--- config.mk ---
export PLATFORM = sky130hd
export DESIGN_NAME = rppme_root_port_events
export DESIGN_NICKNAME = d
export VERILOG_FILES = /design/src/hw/rppme_root_port_events.v
export VERILOG_INCLUDE_DIRS = /design/src /design/src/hw
export SDC_FILE = /design/constraint.sdc
export NUM_CORES = 1
export LEC_CHECK = 0
export BUFFER_PORTS_ARGS = -buffer_cell sky130_fd_sc_hd__buf_4
export CAP_MARGIN = 25
export CELL_PAD_IN_SITES_DETAIL_PLACEMENT = 2
export CELL_PAD_IN_SITES_GLOBAL_PLACEMENT = 2
export CORE_ASPECT_RATIO = 0.7
export CORE_MARGIN = 1
export CORE_UTILIZATION = 32
export CTS_CLUSTER_DIAMETER = 200
export CTS_CLUSTER_SIZE = 12
export DETAILED_ROUTE_END_ITERATION = 12
export GPL_TIMING_DRIVEN = 0
export PLACE_DENSITY = 0.77
export SLEW_MARGIN = 20
export SYNTH_ARGS = -nofsm -noshare
export SYNTH_HDL_FRONTEND = slang
export SYNTH_SLANG_ARGS = --single-unit
export TNS_END_PERCENT = 50
--- constraint.sdc ---
create_clock -name clk_sys -period 1.8 [get_ports clk_sys]
set_input_delay 0.09 -clock clk_sys [delete_from_list [all_inputs] [get_ports clk_sys]]
set_output_delay 0.09 -clock clk_sys [all_outputs]
set_load 0.02 [all_outputs]
--- src/hw/rppme_defines.vh ---
// Register offsets, field positions and reset values for root port event reporting
`ifndef RPPME_DEFINES_VH
`define RPPME_DEFINES_VH

`define RPPME_ADDR_W          12
`define RPPME_OFF_ROOT_CTRL   12'h0BC
`define RPPME_OFF_ROOT_STAT   12'h0C0
`define RPPME_CTRL_W          4
`define RPPME_CTRL_RST        4'h0
`define RPPME_BIT_CORR_EN     0
`define RPPME_BIT_NONFATAL_EN 1
`define RPPME_BIT_FATAL_EN    2
`define RPPME_BIT_PME_IE      3
`define RPPME_BIT_PME_STAT    16
`define RPPME_BIT_PME_PEND    17
`define RPPME_RID_W           16
`define RPPME_RID_RST         16'h0000
`define RPPME_QDEPTH          4
`define RPPME_QPTR_W          2
`define RPPME_BE_CTRL         0
`define RPPME_BE_STAT         2
`define RPPME_ERR_N           3
`define RPPME_RDATA_IDLE      32'h00000000

`endif

--- src/hw/rppme_root_port_events.v ---
// Root port error-to-system-error gating and PME status, pending queue and interrupt
`timescale 1ns/1ps
`include "rppme_defines.vh"

module rppme_root_port_events #(
	parameter QDEPTH = `RPPME_QDEPTH,
	parameter QPTR_W = `RPPME_QPTR_W
) (
	// Clock and reset
	input  wire                       clk_sys,
	input  wire                       rst_n,
	// Configuration access
	input  wire                       cfg_wr,
	input  wire                       cfg_rd,
	input  wire [`RPPME_ADDR_W-1:0]   cfg_addr,
	input  wire [31:0]                cfg_wdata,
	input  wire [3:0]                 cfg_be,
	output reg  [31:0]                cfg_rdata,
	// Error sources, local and from link; cmd_serr_en is not used
	input  wire                       loc_err_fatal,
	input  wire                       loc_err_nonfatal,
	input  wire                       loc_err_corr,
	input  wire                       msg_err_fatal,
	input  wire                       msg_err_nonfatal,
	input  wire                       msg_err_corr,
	input  wire                       cmd_serr_en,
	// PME message from link
	input  wire                       pme_msg_valid,
	input  wire [`RPPME_RID_W-1:0]    pme_msg_rid,
	output wire                       pme_msg_ready,
	// Event outputs
	output reg                        serr_pulse,
	output reg                        pme_irq_pulse
);

	reg  [`RPPME_CTRL_W-1:0] ctrl_reg;
	reg  [`RPPME_CTRL_W-1:0] ctrl_next;
	reg                      pme_stat_reg;
	reg  [`RPPME_RID_W-1:0]  rid_reg;
	reg  [`RPPME_RID_W-1:0]  q_mem [0:QDEPTH-1];
	reg  [QPTR_W-1:0]        q_rd_reg;
	reg  [QPTR_W-1:0]        q_wr_reg;
	reg  [QPTR_W:0]          q_cnt_reg;

	wire wr_ctrl = cfg_wr && (cfg_addr == `RPPME_OFF_ROOT_CTRL) && cfg_be[`RPPME_BE_CTRL];
	wire wr_stat = cfg_wr && (cfg_addr == `RPPME_OFF_ROOT_STAT) && cfg_be[`RPPME_BE_STAT];
	wire stat_w1c = wr_stat && cfg_wdata[`RPPME_BIT_PME_STAT];
	wire q_full  = (q_cnt_reg == QDEPTH[QPTR_W:0]);
	wire q_empty = (q_cnt_reg == {(QPTR_W+1){1'b0}});
	wire pme_in  = pme_msg_valid && pme_msg_ready;

	assign pme_msg_ready = !q_full;

	wire stat_free = !pme_stat_reg || stat_w1c;
	wire deliver_q = stat_free && !q_empty;
	wire direct  = stat_free && q_empty && pme_in;
	wire push    = pme_in && !direct;
	wire deliver = deliver_q || direct;
	wire pend_flag = !q_empty;

	wire [`RPPME_ERR_N-1:0] loc_err_vec = {loc_err_fatal, loc_err_nonfatal, loc_err_corr};
	wire [`RPPME_ERR_N-1:0] msg_err_vec = {msg_err_fatal, msg_err_nonfatal, msg_err_corr};
	wire [`RPPME_ERR_N-1:0] class_hit;

	genvar gi;
	generate
		for (gi = 0; gi < `RPPME_ERR_N; gi = gi + 1)
		begin : g_class
			assign class_hit[gi] = ctrl_reg[gi] && (loc_err_vec[gi] || msg_err_vec[gi]);
		end
	endgenerate

	always @*
	begin
		ctrl_next = ctrl_reg;
		if (wr_ctrl)
		begin
			ctrl_next = cfg_wdata[`RPPME_CTRL_W-1:0];
		end
	end

	// Control register
	always @(posedge clk_sys)
	begin
		if (!rst_n)
		begin
			ctrl_reg <= `RPPME_CTRL_RST;
		end
		else
		begin
			ctrl_reg <= ctrl_next;
		end
	end

	always @(posedge clk_sys)
	begin
		if (!rst_n)
		begin
			pme_stat_reg <= 1'b0;
		end
		else if (deliver)
		begin
			pme_stat_reg <= 1'b1;
		end
		else if (stat_w1c)
		begin
			pme_stat_reg <= 1'b0;
		end
	end

	always @(posedge clk_sys)
	begin
		if (!rst_n)
		begin
			rid_reg <= `RPPME_RID_RST;
		end
		else if (direct)
		begin
			rid_reg <= pme_msg_rid;
		end
		else if (deliver_q)
		begin
			rid_reg <= q_mem[q_rd_reg];
		end
	end

	always @(posedge clk_sys)
	begin
		if (push)
		begin
			q_mem[q_wr_reg] <= pme_msg_rid;
		end
	end

	always @(posedge clk_sys)
	begin
		if (!rst_n)
		begin
			q_rd_reg  <= {QPTR_W{1'b0}};
			q_wr_reg  <= {QPTR_W{1'b0}};
			q_cnt_reg <= {(QPTR_W+1){1'b0}};
		end
		else
		begin
			if (push)
			begin
				q_wr_reg <= q_wr_reg + 1'b1;
			end
			if (deliver_q)
			begin
				q_rd_reg <= q_rd_reg + 1'b1;
			end
			if (push && !deliver_q)
			begin
				q_cnt_reg <= q_cnt_reg + 1'b1;
			end
			else if (deliver_q && !push)
			begin
				q_cnt_reg <= q_cnt_reg - 1'b1;
			end
		end
	end

	always @(posedge clk_sys)
	begin
		if (!rst_n)
		begin
			pme_irq_pulse <= 1'b0;
		end
		else
		begin
			pme_irq_pulse <= ctrl_next[`RPPME_BIT_PME_IE]
				&& (deliver || (!ctrl_reg[`RPPME_BIT_PME_IE] && pme_stat_reg));
		end
	end

	always @(posedge clk_sys)
	begin
		if (!rst_n)
		begin
			serr_pulse <= 1'b0;
		end
		else
		begin
			serr_pulse <= |class_hit;
		end
	end

	// Read data, unmapped reads zero
	always @(posedge clk_sys)
	begin
		if (!rst_n)
		begin
			cfg_rdata <= `RPPME_RDATA_IDLE;
		end
		else if (cfg_rd)
		begin
			if (cfg_addr == `RPPME_OFF_ROOT_CTRL)
			begin
				cfg_rdata <= {28'h0000000, ctrl_reg};
			end
			else if (cfg_addr == `RPPME_OFF_ROOT_STAT)
			begin
				cfg_rdata <= {14'h0000, pend_flag, pme_stat_reg, rid_reg};
			end
			else
			begin
				cfg_rdata <= `RPPME_RDATA_IDLE;
			end
		end
	end

endmodule // rppme_root_port_events

# Word level (Yosys, flattened, before mapping)
# Memories as Yosys holds them, arrays and structs flattened. A register that Yosys moved wholly into a read port is not among the register bits.
# Cells that the tools add are included.
# word_totals
register_bits,62
latch_bits,0
ramBits,64
romBits,0
input_bits,76
output_inout_bits,35
elab_cells,66
memories,1
# memory_table
name,depth,word_bits,rd,rd_clocked_by_memory_dff,wr,line_no,source
q_mem,4,16,1,1,1,rppme_root_port_events.v:40,reg [`RPPME_RID_W-1:0] q_mem [0:QDEPTH-1];
# classes
add_sub_neg,4
mul,0
n_div,0
magnitude_cmp,0
n_eq_ne,3
shifts,0
n_mux,13
bitwise_logic,0
reduce_logical,35
# ops
op,n
$mux 18,2
$mux 16,2
$eq 12x8->1 const B,2
$logic_and 1x1->1,17
$logic_not 1->1,7
$logic_or 1x1->1,6
$mux 3,2
$reduce_bool 2->1,3
$add 2x1->2 const B,2
$mux 1,4
$mux 2,2
$mux 4,1
$add 3x1->3 const B,1
$eq 3x3->1 const B,1
$logic_not 3->1,1
$reduce_or 3->1,1
$sub 3x1->3 const B,1

# Logic depth before layout (Yosys ltp)
# Gate-level depths: netlist (run 1).
# depth
word_depth,13
mapped_depth,7

# Worst setup path after synthesis (run 1)
# OpenSTA, ideal clock, no wires.
# synth_path
path_type,register to register
start,register q_cnt_reg[0]
end,register q_cnt_reg[1]
setup_time_ns,0.115
arrival_ns,1.904
required_ns,1.685
setup_slack_ns,-0.219
path_stages_with_launch,7
path_cell_list,dfxtp_1 or3b_1 and2_1 nand3_1 fa_1 a21boi_1 o21a_1
# synth_via
elab_chain_cells,9
elab_cells_between_ends,19
# synth_lines
item,line_no,source
start: declaration,rppme_root_port_events.v:43,reg [QPTR_W:0] q_cnt_reg;
start signal: assignment,rppme_root_port_events.v:141,q_cnt_reg <= {(QPTR_W+1){1'b0}};
start signal: assignment,rppme_root_port_events.v:155,q_cnt_reg <= q_cnt_reg + 1'b1;
start signal: assignment,rppme_root_port_events.v:159,q_cnt_reg <= q_cnt_reg - 1'b1;
$eq 3x3->1 (*),rppme_root_port_events.v:48,wire q_full = (q_cnt_reg == QDEPTH[QPTR_W:0]);
$logic_not 1->1 (*),rppme_root_port_events.v:52,assign pme_msg_ready = !q_full;
net pme_msg_ready,rppme_root_port_events.v:30,"output wire pme_msg_ready,"
$logic_and 1x1->1 (*),rppme_root_port_events.v:50,wire pme_in = pme_msg_valid && pme_msg_ready;
$logic_and 1x1->1,rppme_root_port_events.v:56,wire direct = stat_free && q_empty && pme_in;
$logic_not 1->1,rppme_root_port_events.v:57,wire push = pme_in && !direct;
$logic_and 1x1->1 (*),rppme_root_port_events.v:57,
$logic_not 1->1,rppme_root_port_events.v:157,else if (deliver_q && !push)
$logic_and 1x1->1,rppme_root_port_events.v:157,
$reduce_bool 2->1 (no line),--,
# The timed path passes the listed nets; every way through them passes the cells marked *. The select of a mux whose other input is x is not followed.
# A chain may end at the register's enable or synchronous reset.

# Final worst setup path (run 1)
# layout_path
start,register q_cnt_reg[2]
end,register q_cnt_reg[1]
# layout_via
elab_chain_cells,9
elab_cells_between_ends,16
# layout_lines
item,line_no
$eq 3x3->1,rppme_root_port_events.v:48
$logic_not 1->1,rppme_root_port_events.v:52
$logic_and 1x1->1,rppme_root_port_events.v:50
$logic_and 1x1->1,rppme_root_port_events.v:56
$logic_not 1->1,rppme_root_port_events.v:57
$logic_and 1x1->1,rppme_root_port_events.v:57
$logic_not 1->1,rppme_root_port_events.v:157
$logic_and 1x1->1,rppme_root_port_events.v:157
$reduce_bool 2->1 (no line),--
# Parallel ways exist; a longest one is shown, timed or not.

==> results of run 1 <==
tightest hold or removal path, cell delays in order:
cell and delay [ps]:
buf_4 70, o21ai_0 70, a31oi_1 170
cell type report:
| cell class | instances | area (um2) | share of cell area (%) |
|---|---|---|---|
| Timing Repair Buffer | 91 | 738 | 11.3 |
| Inverter | 6 | 22.5 | 0.346 |
| Sequential cell | 114 | 2930 | 45.1 |
| Tap cell | 190 | 238 | 3.65 |
| Buffer | 32 | 211 | 3.25 |
| Clock inverter | 14 | 249 | 3.83 |
| Clock buffer | 18 | 429 | 6.60 |
| Multi-Input combinational cell | 212 | 1690 | 25.9 |
logic make-up after synthesis:
group | after synthesis | synth area share [%]
AOI/OAI and AO/OA | 70 | 10.2
xor gates and xnor gates | 2 | 0.373
adders and majority gates | 5 | 1.49
buffers and inverters | 40 | 4.50
DFF | 114 | 62.2
muxes | 24 | 9.38
other | 1 | 0.0799
and+or+nand+nor | 97 | 11.8
metrics by stage:
step | cells | cell area (um2) | setup slack, ps
4_1_cts | 673 | 6430 | -142
3_5_place_dp | 620 | 5480 | -537
3_3_place_gp | 620 | 5480 | -478
5_1_grt | 677 | 6510 | -160
2_1_floorplan | 366 | 4760 | -58.9
6_report | 677 | 6510 | -95.8
worst paths after layout:
path / start / endpoint / depth (start not counted)
worst max-delay path: q_cnt_reg[2] / q_cnt_reg[1] / 6
worst min register to register: q_cnt_reg[2] / q_cnt_reg[2] / 2
worst max register to register: q_cnt_reg[2] / q_cnt_reg[1] / 6
worst min-delay path: loc_err_corr / serr_pulse / 3
repair_timing:
| action | in CTS | in global routing |
|---|---|---|
| endpoints found under the hold margin | 70 | 0 |
| pin swaps | 0 | 2 |
| hold buffers | 22 | 0 |
| setup endpoints to repair | 82 | 76 |
| gates cloned | 0 | 0 |
| buffers inserted | 1 | 4 |
| resized for setup | 25 | 17 |
synth_stat cells, drive strengths merged:
cell type | number | area [um2]
a211oi | 16 | 120
and4 | 1 | 8.76
a21oi | 7 | 50.1
xor2 | 1 | 8.76
and3b | 1 | 8.76
and2 | 5 | 31.3
a31oi | 1 | 6.26
nor2b | 1 | 6.26
nand2 | 8 | 30.0
dfxtp | 50 | 1000
nor3b | 1 | 7.51
ha | 4 | 50.1
conb | 1 | 3.75
or4 | 1 | 11.3
nor2 | 43 | 161
a22oi | 17 | 128
or3b | 1 | 8.76
mux2i | 8 | 80.1
mux4 | 16 | 360
nor4bb | 1 | 10.0
nand4 | 2 | 12.5
o21a | 1 | 7.51
nand3 | 3 | 15.0
a21boi | 2 | 15.0
a2bb2oi | 4 | 35.0
buf | 20 | 136
nand4b | 1 | 8.76
o211ai | 2 | 15.0
o21ai | 20 | 100
nor3 | 2 | 10.0
fa | 1 | 20.0
xnor2 | 1 | 8.76
nor4 | 2 | 27.5
inv | 5 | 18.8
edfxtp | 64 | 1920
nor4b | 1 | 15.0
nand2b | 3 | 26.3
nand3b | 16 | 120
and4b | 1 | 10.0
clkbuf | 14 | 52.6
or3 | 1 | 6.26
and3 | 1 | 6.26
or4bb | 1 | 11.3
clkinv | 1 | 3.75
routing by layer:
layer | GRT usage, % | up-vias | routed length [um]
li1 | - | 1556 | -
met1 | 24.3 | 1675 | 6320
met2 | 31.6 | 88 | 6300
met3 | 5.44 | 14 | 638
met4 | 6.89 | 0 | 149
met5 | 0 | - | 0
where the power goes:
| part | internal, uW | switching, uW | leakage, uW |
|---|---|---|---|
| Sequential | 3180 | 251 | 0.000992 |
| Combinational | 957 | 1300 | 0.00110 |
| Clock | 2620 | 1280 | 0.000326 |
| Total | 6750 | 2830 | 0.00242 |
==> impl_results.md, run 1 <==
* Crit end category: flop
* TritonCTS clock tree: built
* Htree depth at 4
* Minimum clock period after layout at 1900 ps
* Root buffer selected by CTS: clkbuf_16
* Yosys reg bits at 114
* Startpoint Class: flop
* Final Hold Fails at 0
* Starting Density at 33.3%
* Crit-path max FO at 5
* Die width at 147 um
* Dpl hpwl at 8880 um
* Max_cap viols at 0
* Critical path required time at 2110 ps
* WL final at 13,400 um
* Critical Path AT at 2200 ps
* Congestion Overflow GR at 0
* Maximum clock rate at 527 MHz
* Share of layout cells above drive strength 1 at 34.1%
* Core area at 0.0141 mm2
* Most frequent cells in the layout: buf_4 (85), edfxtp_1 (64), dfxtp_1 (46), nor2_1 (43), dlygate4sd3_1 (22)
* Yosys cell types at 53
* Total track usage at 19.1%
* Max reg flops at 64
* Tightest Hold Check Type: in -> reg
* Final worst path period share at 105%
* Row cnt at 36
* Pleak at 0.00242 uW
* DR WL/cell at 19.8 um
* Mapped Area at 0.00470 mm2
* Number of global-route vias before repair at 3,689
* Slew Limit Fails at 0
* Top Family by Delay on Critical Path: simple AND/OR/NAND/NOR gates
* Reg2Reg Setup Slack at -100 ps
* Final core utilization at 46.1%
* Sink Count at 114
* Total power at 9580 uW
* DRC at 0
* Commonest non-fill, non-tap cell in the layout: buf_4
* Yosys warning count at 0
* Initial antenna violation count at 0
* Vert. Die Dim at 103 um
* I/O Buffers at 64
* Inserted Clock Buffers at 17
* Post-route ant nets at 0
* Routability cong. at 0.786
* Clock transition at path regs at 60 ps
* Kind of critical path: reg -> reg
* Filler instances at 1,347
* Area Growth Syn to Fin at 38.6%
* Largest net degree at the start of global routing at 17
* Failing checks: setup timing
* Syn Area/Cell at 13.3 um2
* CP peak stage delay at 410 ps
* Hold_ws at 26.4 ps
* DRT iter0 DRCs at 165
* Drt pass-1 iters at 4
* PD cells at 1470 mW/mm2
* Vias at 3,333
* Clk_skew at 13.0 ps
* Clk Latency, worst-skew pair at 420 ps
* I/O pin total at 111
* Final setup fails at 1
* Global-route wire length before repair at 21,100 um
* CTS max path bufs at 2
* VDD IR max at 0.000917 V
* Slew margin rel. at 62.7%
* Setup TNS at -95.8 ps
* Die area at 0.0152 mm2
* Status: finished with violations
* RSZ-0062 raised after global routing: true
* Worst path cell trace: or3b_4 -> and2_4 -> nand3_4 -> fa_1 -> a21boi_2 -> o21a_1
* Final nets at 555
* Final setup margin at -95.8 ps
* Seq/Total Area, Yosys at 62.2%
* CP Buf/Inv Count at 0
* Slew @ Worst Pin at 560 ps
* Drt via density at 4.92
* CP max-delay cell: fa_1
* Ant. Diodes at 0
* Mapped Cells at 353
No activity file was read; power rests on OpenSTA's default activity.
==> inputs of run 2 (changes only) <==
--- a/config.mk
+++ b/config.mk
@@ -6,13 +6,14 @@
 export SDC_FILE = /design/constraint.sdc
 export NUM_CORES = 1
 export LEC_CHECK = 0
+export ABC_AREA = 1
 export BUFFER_PORTS_ARGS = -buffer_cell sky130_fd_sc_hd__buf_4
 export CAP_MARGIN = 25
 export CELL_PAD_IN_SITES_DETAIL_PLACEMENT = 2
 export CELL_PAD_IN_SITES_GLOBAL_PLACEMENT = 2
 export CORE_ASPECT_RATIO = 0.7
 export CORE_MARGIN = 1
-export CORE_UTILIZATION = 32
+export CORE_UTILIZATION = 29
 export CTS_CLUSTER_DIAMETER = 200
 export CTS_CLUSTER_SIZE = 12
 export DETAILED_ROUTE_END_ITERATION = 12
==> constraint.sdc (replaced) <==
create_clock -name clk_sys -period 1.8 [get_ports clk_sys]
set_input_delay 0.09 -clock clk_sys [delete_from_list [all_inputs] [get_ports clk_sys]]
set_output_delay 0.09 -clock clk_sys [all_outputs]
set_load 0.005 [all_outputs]
==> run 2 against run 1 <==
  * The run now ends clean
  * Sequential share of layout area fell by 1.3 points
  * Clock power fell by 8.2%
  * Via count rose by 23%
==> impl_results.md, run 2 <==
* Core area at 0.0164 mm2
* Count leader, synth: nor2_1
* PD cells at 1330 mW/mm2
* Row cnt at 39
* Pre-CTS setup slack at -407 ps
* Syn Area/Cell at 9.47 um2
* Total track usage at 19.5%
* Starting Density at 29.7%
* Maximum clock rate at 574 MHz
* Synth area leaders: edfxtp_1 (39%), dfxtp_1 (21%), nor2_1 (6.2%)
* Final nets at 723
* Mapped Area at 0.00487 mm2
* Placed insts at 822
* WL final at 15,800 um
* Htree depth at 4
* Commonest non-fill, non-tap cell in the layout: buf_4
* Filler instances at 1,769
* Post-synth EDFFs at 64
* Synth top cells by count: nor2_1 (81), nand2_1 (71), edfxtp_1 (64), inv_1 (59), o21ai_0 (57)
* Yosys reg bits at 114
* Crit end category: flop
* Die area at 0.0173 mm2
* Congestion Overflow GR at 0
* Synth top area share at 39.4%
* VDD IR max at 0.000664 V
* Tightest Hold Check Type: in -> reg
* CTS max path bufs at 2
* Yosys cell types at 31
* TritonCTS clock tree: built
* Final setup fails at 0
* Yosys warning count at 0
* Clk_skew at 7.99 ps
* Dpl hpwl at 11,100 um
* Post-synthesis async set-or-reset flop share at 0%
* Status: finished, final reports clean
* I/O pin total at 111
* Startpoint Class: flop
* Area Growth Syn to Fin at 37.2%
* Vias at 4,099
* Hold_ws at 14.2 ps
* DRT iter0 DRCs at 150
* Worst hold start: loc_err_nonfatal
* Max_cap viols at 0
* Pleak at 0.00279 uW
* Final worst path period share at 96.8%
* Clock transition at path regs at 50 ps
* Finished layout cell area at 0.00669 mm2
* Max reg flops at 64
* Global-route wire length before repair at 25,200 um
* DRC at 0
* Slew Limit Fails at 0
* Critical path required time at 2140 ps
* Worst R2R Start: q_cnt_reg[0]
* Clk Latency, worst-skew pair at 410 ps
* Vert. Die Dim at 110 um
* Ant. Diodes at 0
* Most frequent cells in the layout: buf_4 (85), nor2_1 (77), nand2_1 (69), edfxtp_1 (64)
* Crit-path max FO at 5
* DR WL/cell at 18.0 um
* Ys flop type: edfxtp_1
* Finished Layout Cells at 880
* Post-route ant nets at 0
* Slew margin rel. at 56.7%
* Kind of critical path: reg -> reg
* Post-DP Area at 0.00575 mm2
* CP startpoint: q_cnt_reg[0]
* Inserted Clock Buffers at 17
* Final Hold Fails at 0
* Largest net degree at the start of global routing at 17
* Mapped Cells at 515
* Root buffer selected by CTS: clkbuf_16
* Initial antenna violation count at 0
* Critical Path AT at 2090 ps
* Seq/Total Area, Yosys at 60.0%
* Final setup margin at 56.9 ps
* Slew @ Worst Pin at 649 ps
* I/O Buffers at 65
* Minimum clock period after layout at 1740 ps
* Number of global-route vias before repair at 4,718
* Drt via density at 4.66
* Drt pass-1 iters at 4
* Sink Count at 114
* Post-synth top area cell: edfxtp_1
* Share of layout cells above drive strength 1 at 24.0%
* Routability cong. at 0.760
* Die width at 157 um
* RSZ-0062 raised after global routing: true
==> run 2: cell types whose count changed in the layout (fill, tap and decap cells not counted), moves of 17 or more <==
cell     delta
a22oi_1    -17
nor2_1     +34
o21ai_0    +45
nand2_1    +62
a21oi_1    +22
inv_1      +53
==> run 2: report_power, final <==
part | internal, uW | leakage [uW] | total [uW] | switching (uW)
sequential | 3100 | 0.000993 | 3300 | 196
combinational | 725 | 0.00148 | 1990 | 1260
clock | 2370 | 0.000310 | 3580 | 1210
==> run 2: timing repair <==
action	in CTS	in global routing
gates resized for setup	11	13
hold buffers	20	0
endpoints found under the hold margin	69	0
endpoints found under the setup margin	65	69
pin swaps	3	1
setup buffers	4	2
==> run 2: worst max-delay path: stages (launching register included) <==
cell and delay, ps:
dfxtp_4 390, nor2_1 60, nand2_1 100, nand2_2 90
inv_2 90, nand3_2 110, fa_2 400, inv_1 60
nand4_1 110, nand3_1 100, nand2_1 70, nor2_1 110
==> run 2: cells by family (layout without fill, tap and decap cells) <==
kind of cell,count (synthesis),count (layout),synth area share (%)
AO/OA/AOI/OAI,106,106,12.0
AND/OR/NAND/NOR,193,193,17.2
flip-flops,114,114,60.0
other,1,14,0.0769
adder cells (fa/ha/maj),5,5,1.44
buffers and inverters,96,223,9.29
==> run 2: final cells by class <==
class / count / area [um2] / share of cell area, %
clock inverter: 8 / 121 / 1.81
timing repair buffer: 95 / 795 / 11.9
buffer: 35 / 233 / 3.48
multi-input combinational: 318 / 1600 / 23.9
tap: 225 / 282 / 4.21
sequential: 114 / 2930 / 43.8
clock buffer: 24 / 503 / 7.52
inverter: 61 / 229 / 3.42
==> run 2: per-layer routing <==
metal / routed length, um / vias to the layer above / track usage [%]
met5: 0 / - / 0
met4: 152 / 0 / 6.08
met3: 484 / 13 / 3.85
met2: 8200 / 63 / 34.1
met1: 6980 / 2066 / 23.9
li1: - / 1957 / -
==> run 2: path summary, 6_finish.rpt <==
path         slack, ps      endpoint  depth (start not counted)
min reg2reg        470  cfg_rdata[6]                          2
max                 60  q_cnt_reg[2]                         11
max reg2reg         60  q_cnt_reg[2]                         11
min                 10    serr_pulse                          5
==> run 2: metrics by stage <==
step / TNS (ps) / utilization [%] / power, uW
6_report: 0 / 40.8 / 8870
5_1_grt: -90.2 / 40.8 / 9290
4_1_cts: 0 / 40.6 / 8920
2_1_floorplan: -11250 / - / 4440
3_3_place_gp: -54810 / 34.7 / 4970
3_5_place_dp: -13910 / 35.1 / 5160
==> inputs of run 3 (changes only) <==
--- a/config.mk
+++ b/config.mk
@@ -11,7 +11,6 @@
 export CAP_MARGIN = 25
 export CELL_PAD_IN_SITES_DETAIL_PLACEMENT = 2
 export CELL_PAD_IN_SITES_GLOBAL_PLACEMENT = 2
-export CORE_ASPECT_RATIO = 0.7
 export CORE_MARGIN = 1
 export CORE_UTILIZATION = 29
 export CTS_CLUSTER_DIAMETER = 200
@@ -19,6 +18,7 @@
 export DETAILED_ROUTE_END_ITERATION = 12
 export GPL_TIMING_DRIVEN = 0
 export PLACE_DENSITY = 0.77
+export RECOVER_POWER = 100
 export SLEW_MARGIN = 20
 export SYNTH_ARGS = -nofsm -noshare
 export SYNTH_HDL_FRONTEND = slang
==> run 3 against run 2 <==
  * Fmax decreased by 1.8%
  * Sequential share of layout area grew 0.69 points
  * Total power decreased by 5.1%
  * Largest cell class unchanged
  * Non-clock buffer count rose by 3
  * Via count rose by 0.27%
  * Highest routed layer unchanged
  * Core utilization decreased by 0.95 points
  * Critical endpoint unchanged
  * Wire length decreased by 5.4%
  * Combinational power about the same
  * Hold slack is essentially flat
==> impl_results.md, run 3 (synthesis gave the netlist of run 2 again) <==
* Status: finished, final reports clean
* Final worst path period share at 98.6%
* Routability cong. at 0.764
* Post-route ant nets at 0
* Startpoint Class: flop
* Kind of critical path: reg -> reg
* RSZ-0062 raised after global routing: true
* Crit-path max FO at 5
* Maximum clock rate at 563 MHz
* Commonest non-fill, non-tap cell in the layout: nor2_1
* Met2 routed WL at 8010 um
* Pleak at 0.00268 uW
* Clk Latency, worst-skew pair at 420 ps
* Slew Limit Fails at 0
* Number of global-route vias before repair at 4,605
* WL final at 15,000 um
* Final nets at 726
* Row cnt at 47
* Critical Path AT at 2130 ps
* Largest net degree at the start of global routing at 17
* Ant. Diodes at 0
* Critical path required time at 2150 ps
* Initial antenna violation count at 0
* Hold_ws at 13.8 ps
* Die area at 0.0173 mm2
* DR WL/cell at 17.1 um
* Global-route wire length before repair at 23,700 um
* PD cells at 1280 mW/mm2
* Total track usage at 18.2%
* Final Hold Fails at 0
* DRT iter0 DRCs at 176
* Htree depth at 4
* Total power at 8410 uW
* Minimum clock period after layout at 1770 ps
* I/O Buffers at 65
* I/O pin total at 111
* Inserted Clock Buffers at 17
* DR WL met3 at 512 um
* TritonCTS clock tree: built
* Vert. Die Dim at 132 um
* Dpl hpwl at 10,700 um
* Die width at 132 um
* Slew @ Worst Pin at 551 ps
* Final setup fails at 0
* Drt via density at 4.69
* Starting Density at 29.5%
* DRC at 0
* Root buffer selected by CTS: clkbuf_16
* Clk_skew at 9.98 ps
* CTS max path bufs at 2
* Vias at 4,110
* Slew margin rel. at 63.3%
* Congestion Overflow GR at 0
* Share of layout cells above drive strength 1 at 20.7%
* Area Growth Syn to Fin at 35.1%
* Crit end category: flop
* Max_cap viols at 0
* Top Layer Used: met4
* Drt pass-1 iters at 4
* Most frequent cells in the layout: nor2_1 (77), nand2_1 (68), edfxtp_1 (64), inv_1 (57), o21ai_0 (57)
* Core area at 0.0165 mm2
* Max reg flops at 64
* Clock transition at path regs at 60 ps
* Sink Count at 114
* VDD IR max at 0.000753 V
* Tightest Hold Check Type: in -> reg
* Met1 wire length at 6160 um
run 3: changes by cell type in the layout (fill, tap and decap cells not counted), sizes merged:
cell / previous run / this run
bufinv: 3 / 2
clkinv: 3 / 7
buf: 99 / 65
clkbuf: 35 / 67
dlygate4sd3: 20 / 22
inv: 63 / 61
run 3: power breakdown:
part / leakage, uW / switching, uW / total [uW] / internal, uW
clock network: 0.000263 / 1120 / 3100 / 1990
logic: 0.00142 / 1270 / 2000 / 739
registers: 0.000993 / 200 / 3310 / 3110
total: 0.00268 / 2580 / 8410 / 5830
run 3: final cells by class:
class / instances / area [um2]
plain buffers: 34 / 228
clock buffers: 21 / 440
clock inverters: 9 / 91.3
fillers: 1821 / 9940
inverters: 61 / 231
multi-input cells: 318 / 1610
flip-flops and latches: 114 / 2930
well taps: 220 / 275
repair buffers: 99 / 778
run 3: path summary, 6_finish.rpt:
kind / start / endpoint / slack, ps / cells past startpoint
worst max register to register: q_cnt_reg[0] / q_cnt_reg[2] / 30 / 11
worst min-delay path: msg_err_corr / serr_pulse / 10 / 5
worst min register to register: q_rd_reg[1] / q_rd_reg[1] / 460 / 2
worst max-delay path: q_cnt_reg[0] / q_cnt_reg[2] / 30 / 11
run 3: through the flow:
stage               cell area [um2]  util [%]  instances  setup slack [ps]  TNS, ps
global route                   6580      39.8        876             -92.6     -105
floorplan                      4920         -        528              -176   -11250
detailed placement             5750      34.8        817              -382   -16850
CTS                            6590      39.9        873             -31.2    -31.2
global placement               5690      34.4        813              -871   -52850
finish                         6580      39.8        876              25.1        0
run 3: worst max-delay path, stage by stage, from the launching register on:
cell and delay, ps:
dfxtp_4 390, nor2_2 60, nand2_2 70, nand2_2 80
inv_4 80, nand3_4 90, fa_2 400, inv_2 60
nand4_1 140, nand3_1 130, nand2_1 60, nor2_1 130
run 3: repair_timing:
action / 4_1_cts / 5_1_grt
hold endpoints to repair: 71 / 0
buffers inserted: 5 / 3
gates resized for setup: 9 / 19
setup endpoints to repair: 69 / 71
hold buffers: 22 / 0
pin swaps: 4 / 4
run 3: routing by layer:
metal  vias to the layer above  GRT usage [%]
li1                       1953              -
met1                      2053           20.1
met2                        82           33.6
met3                        22           3.82
met4                         0           7.30
met5                         -              0
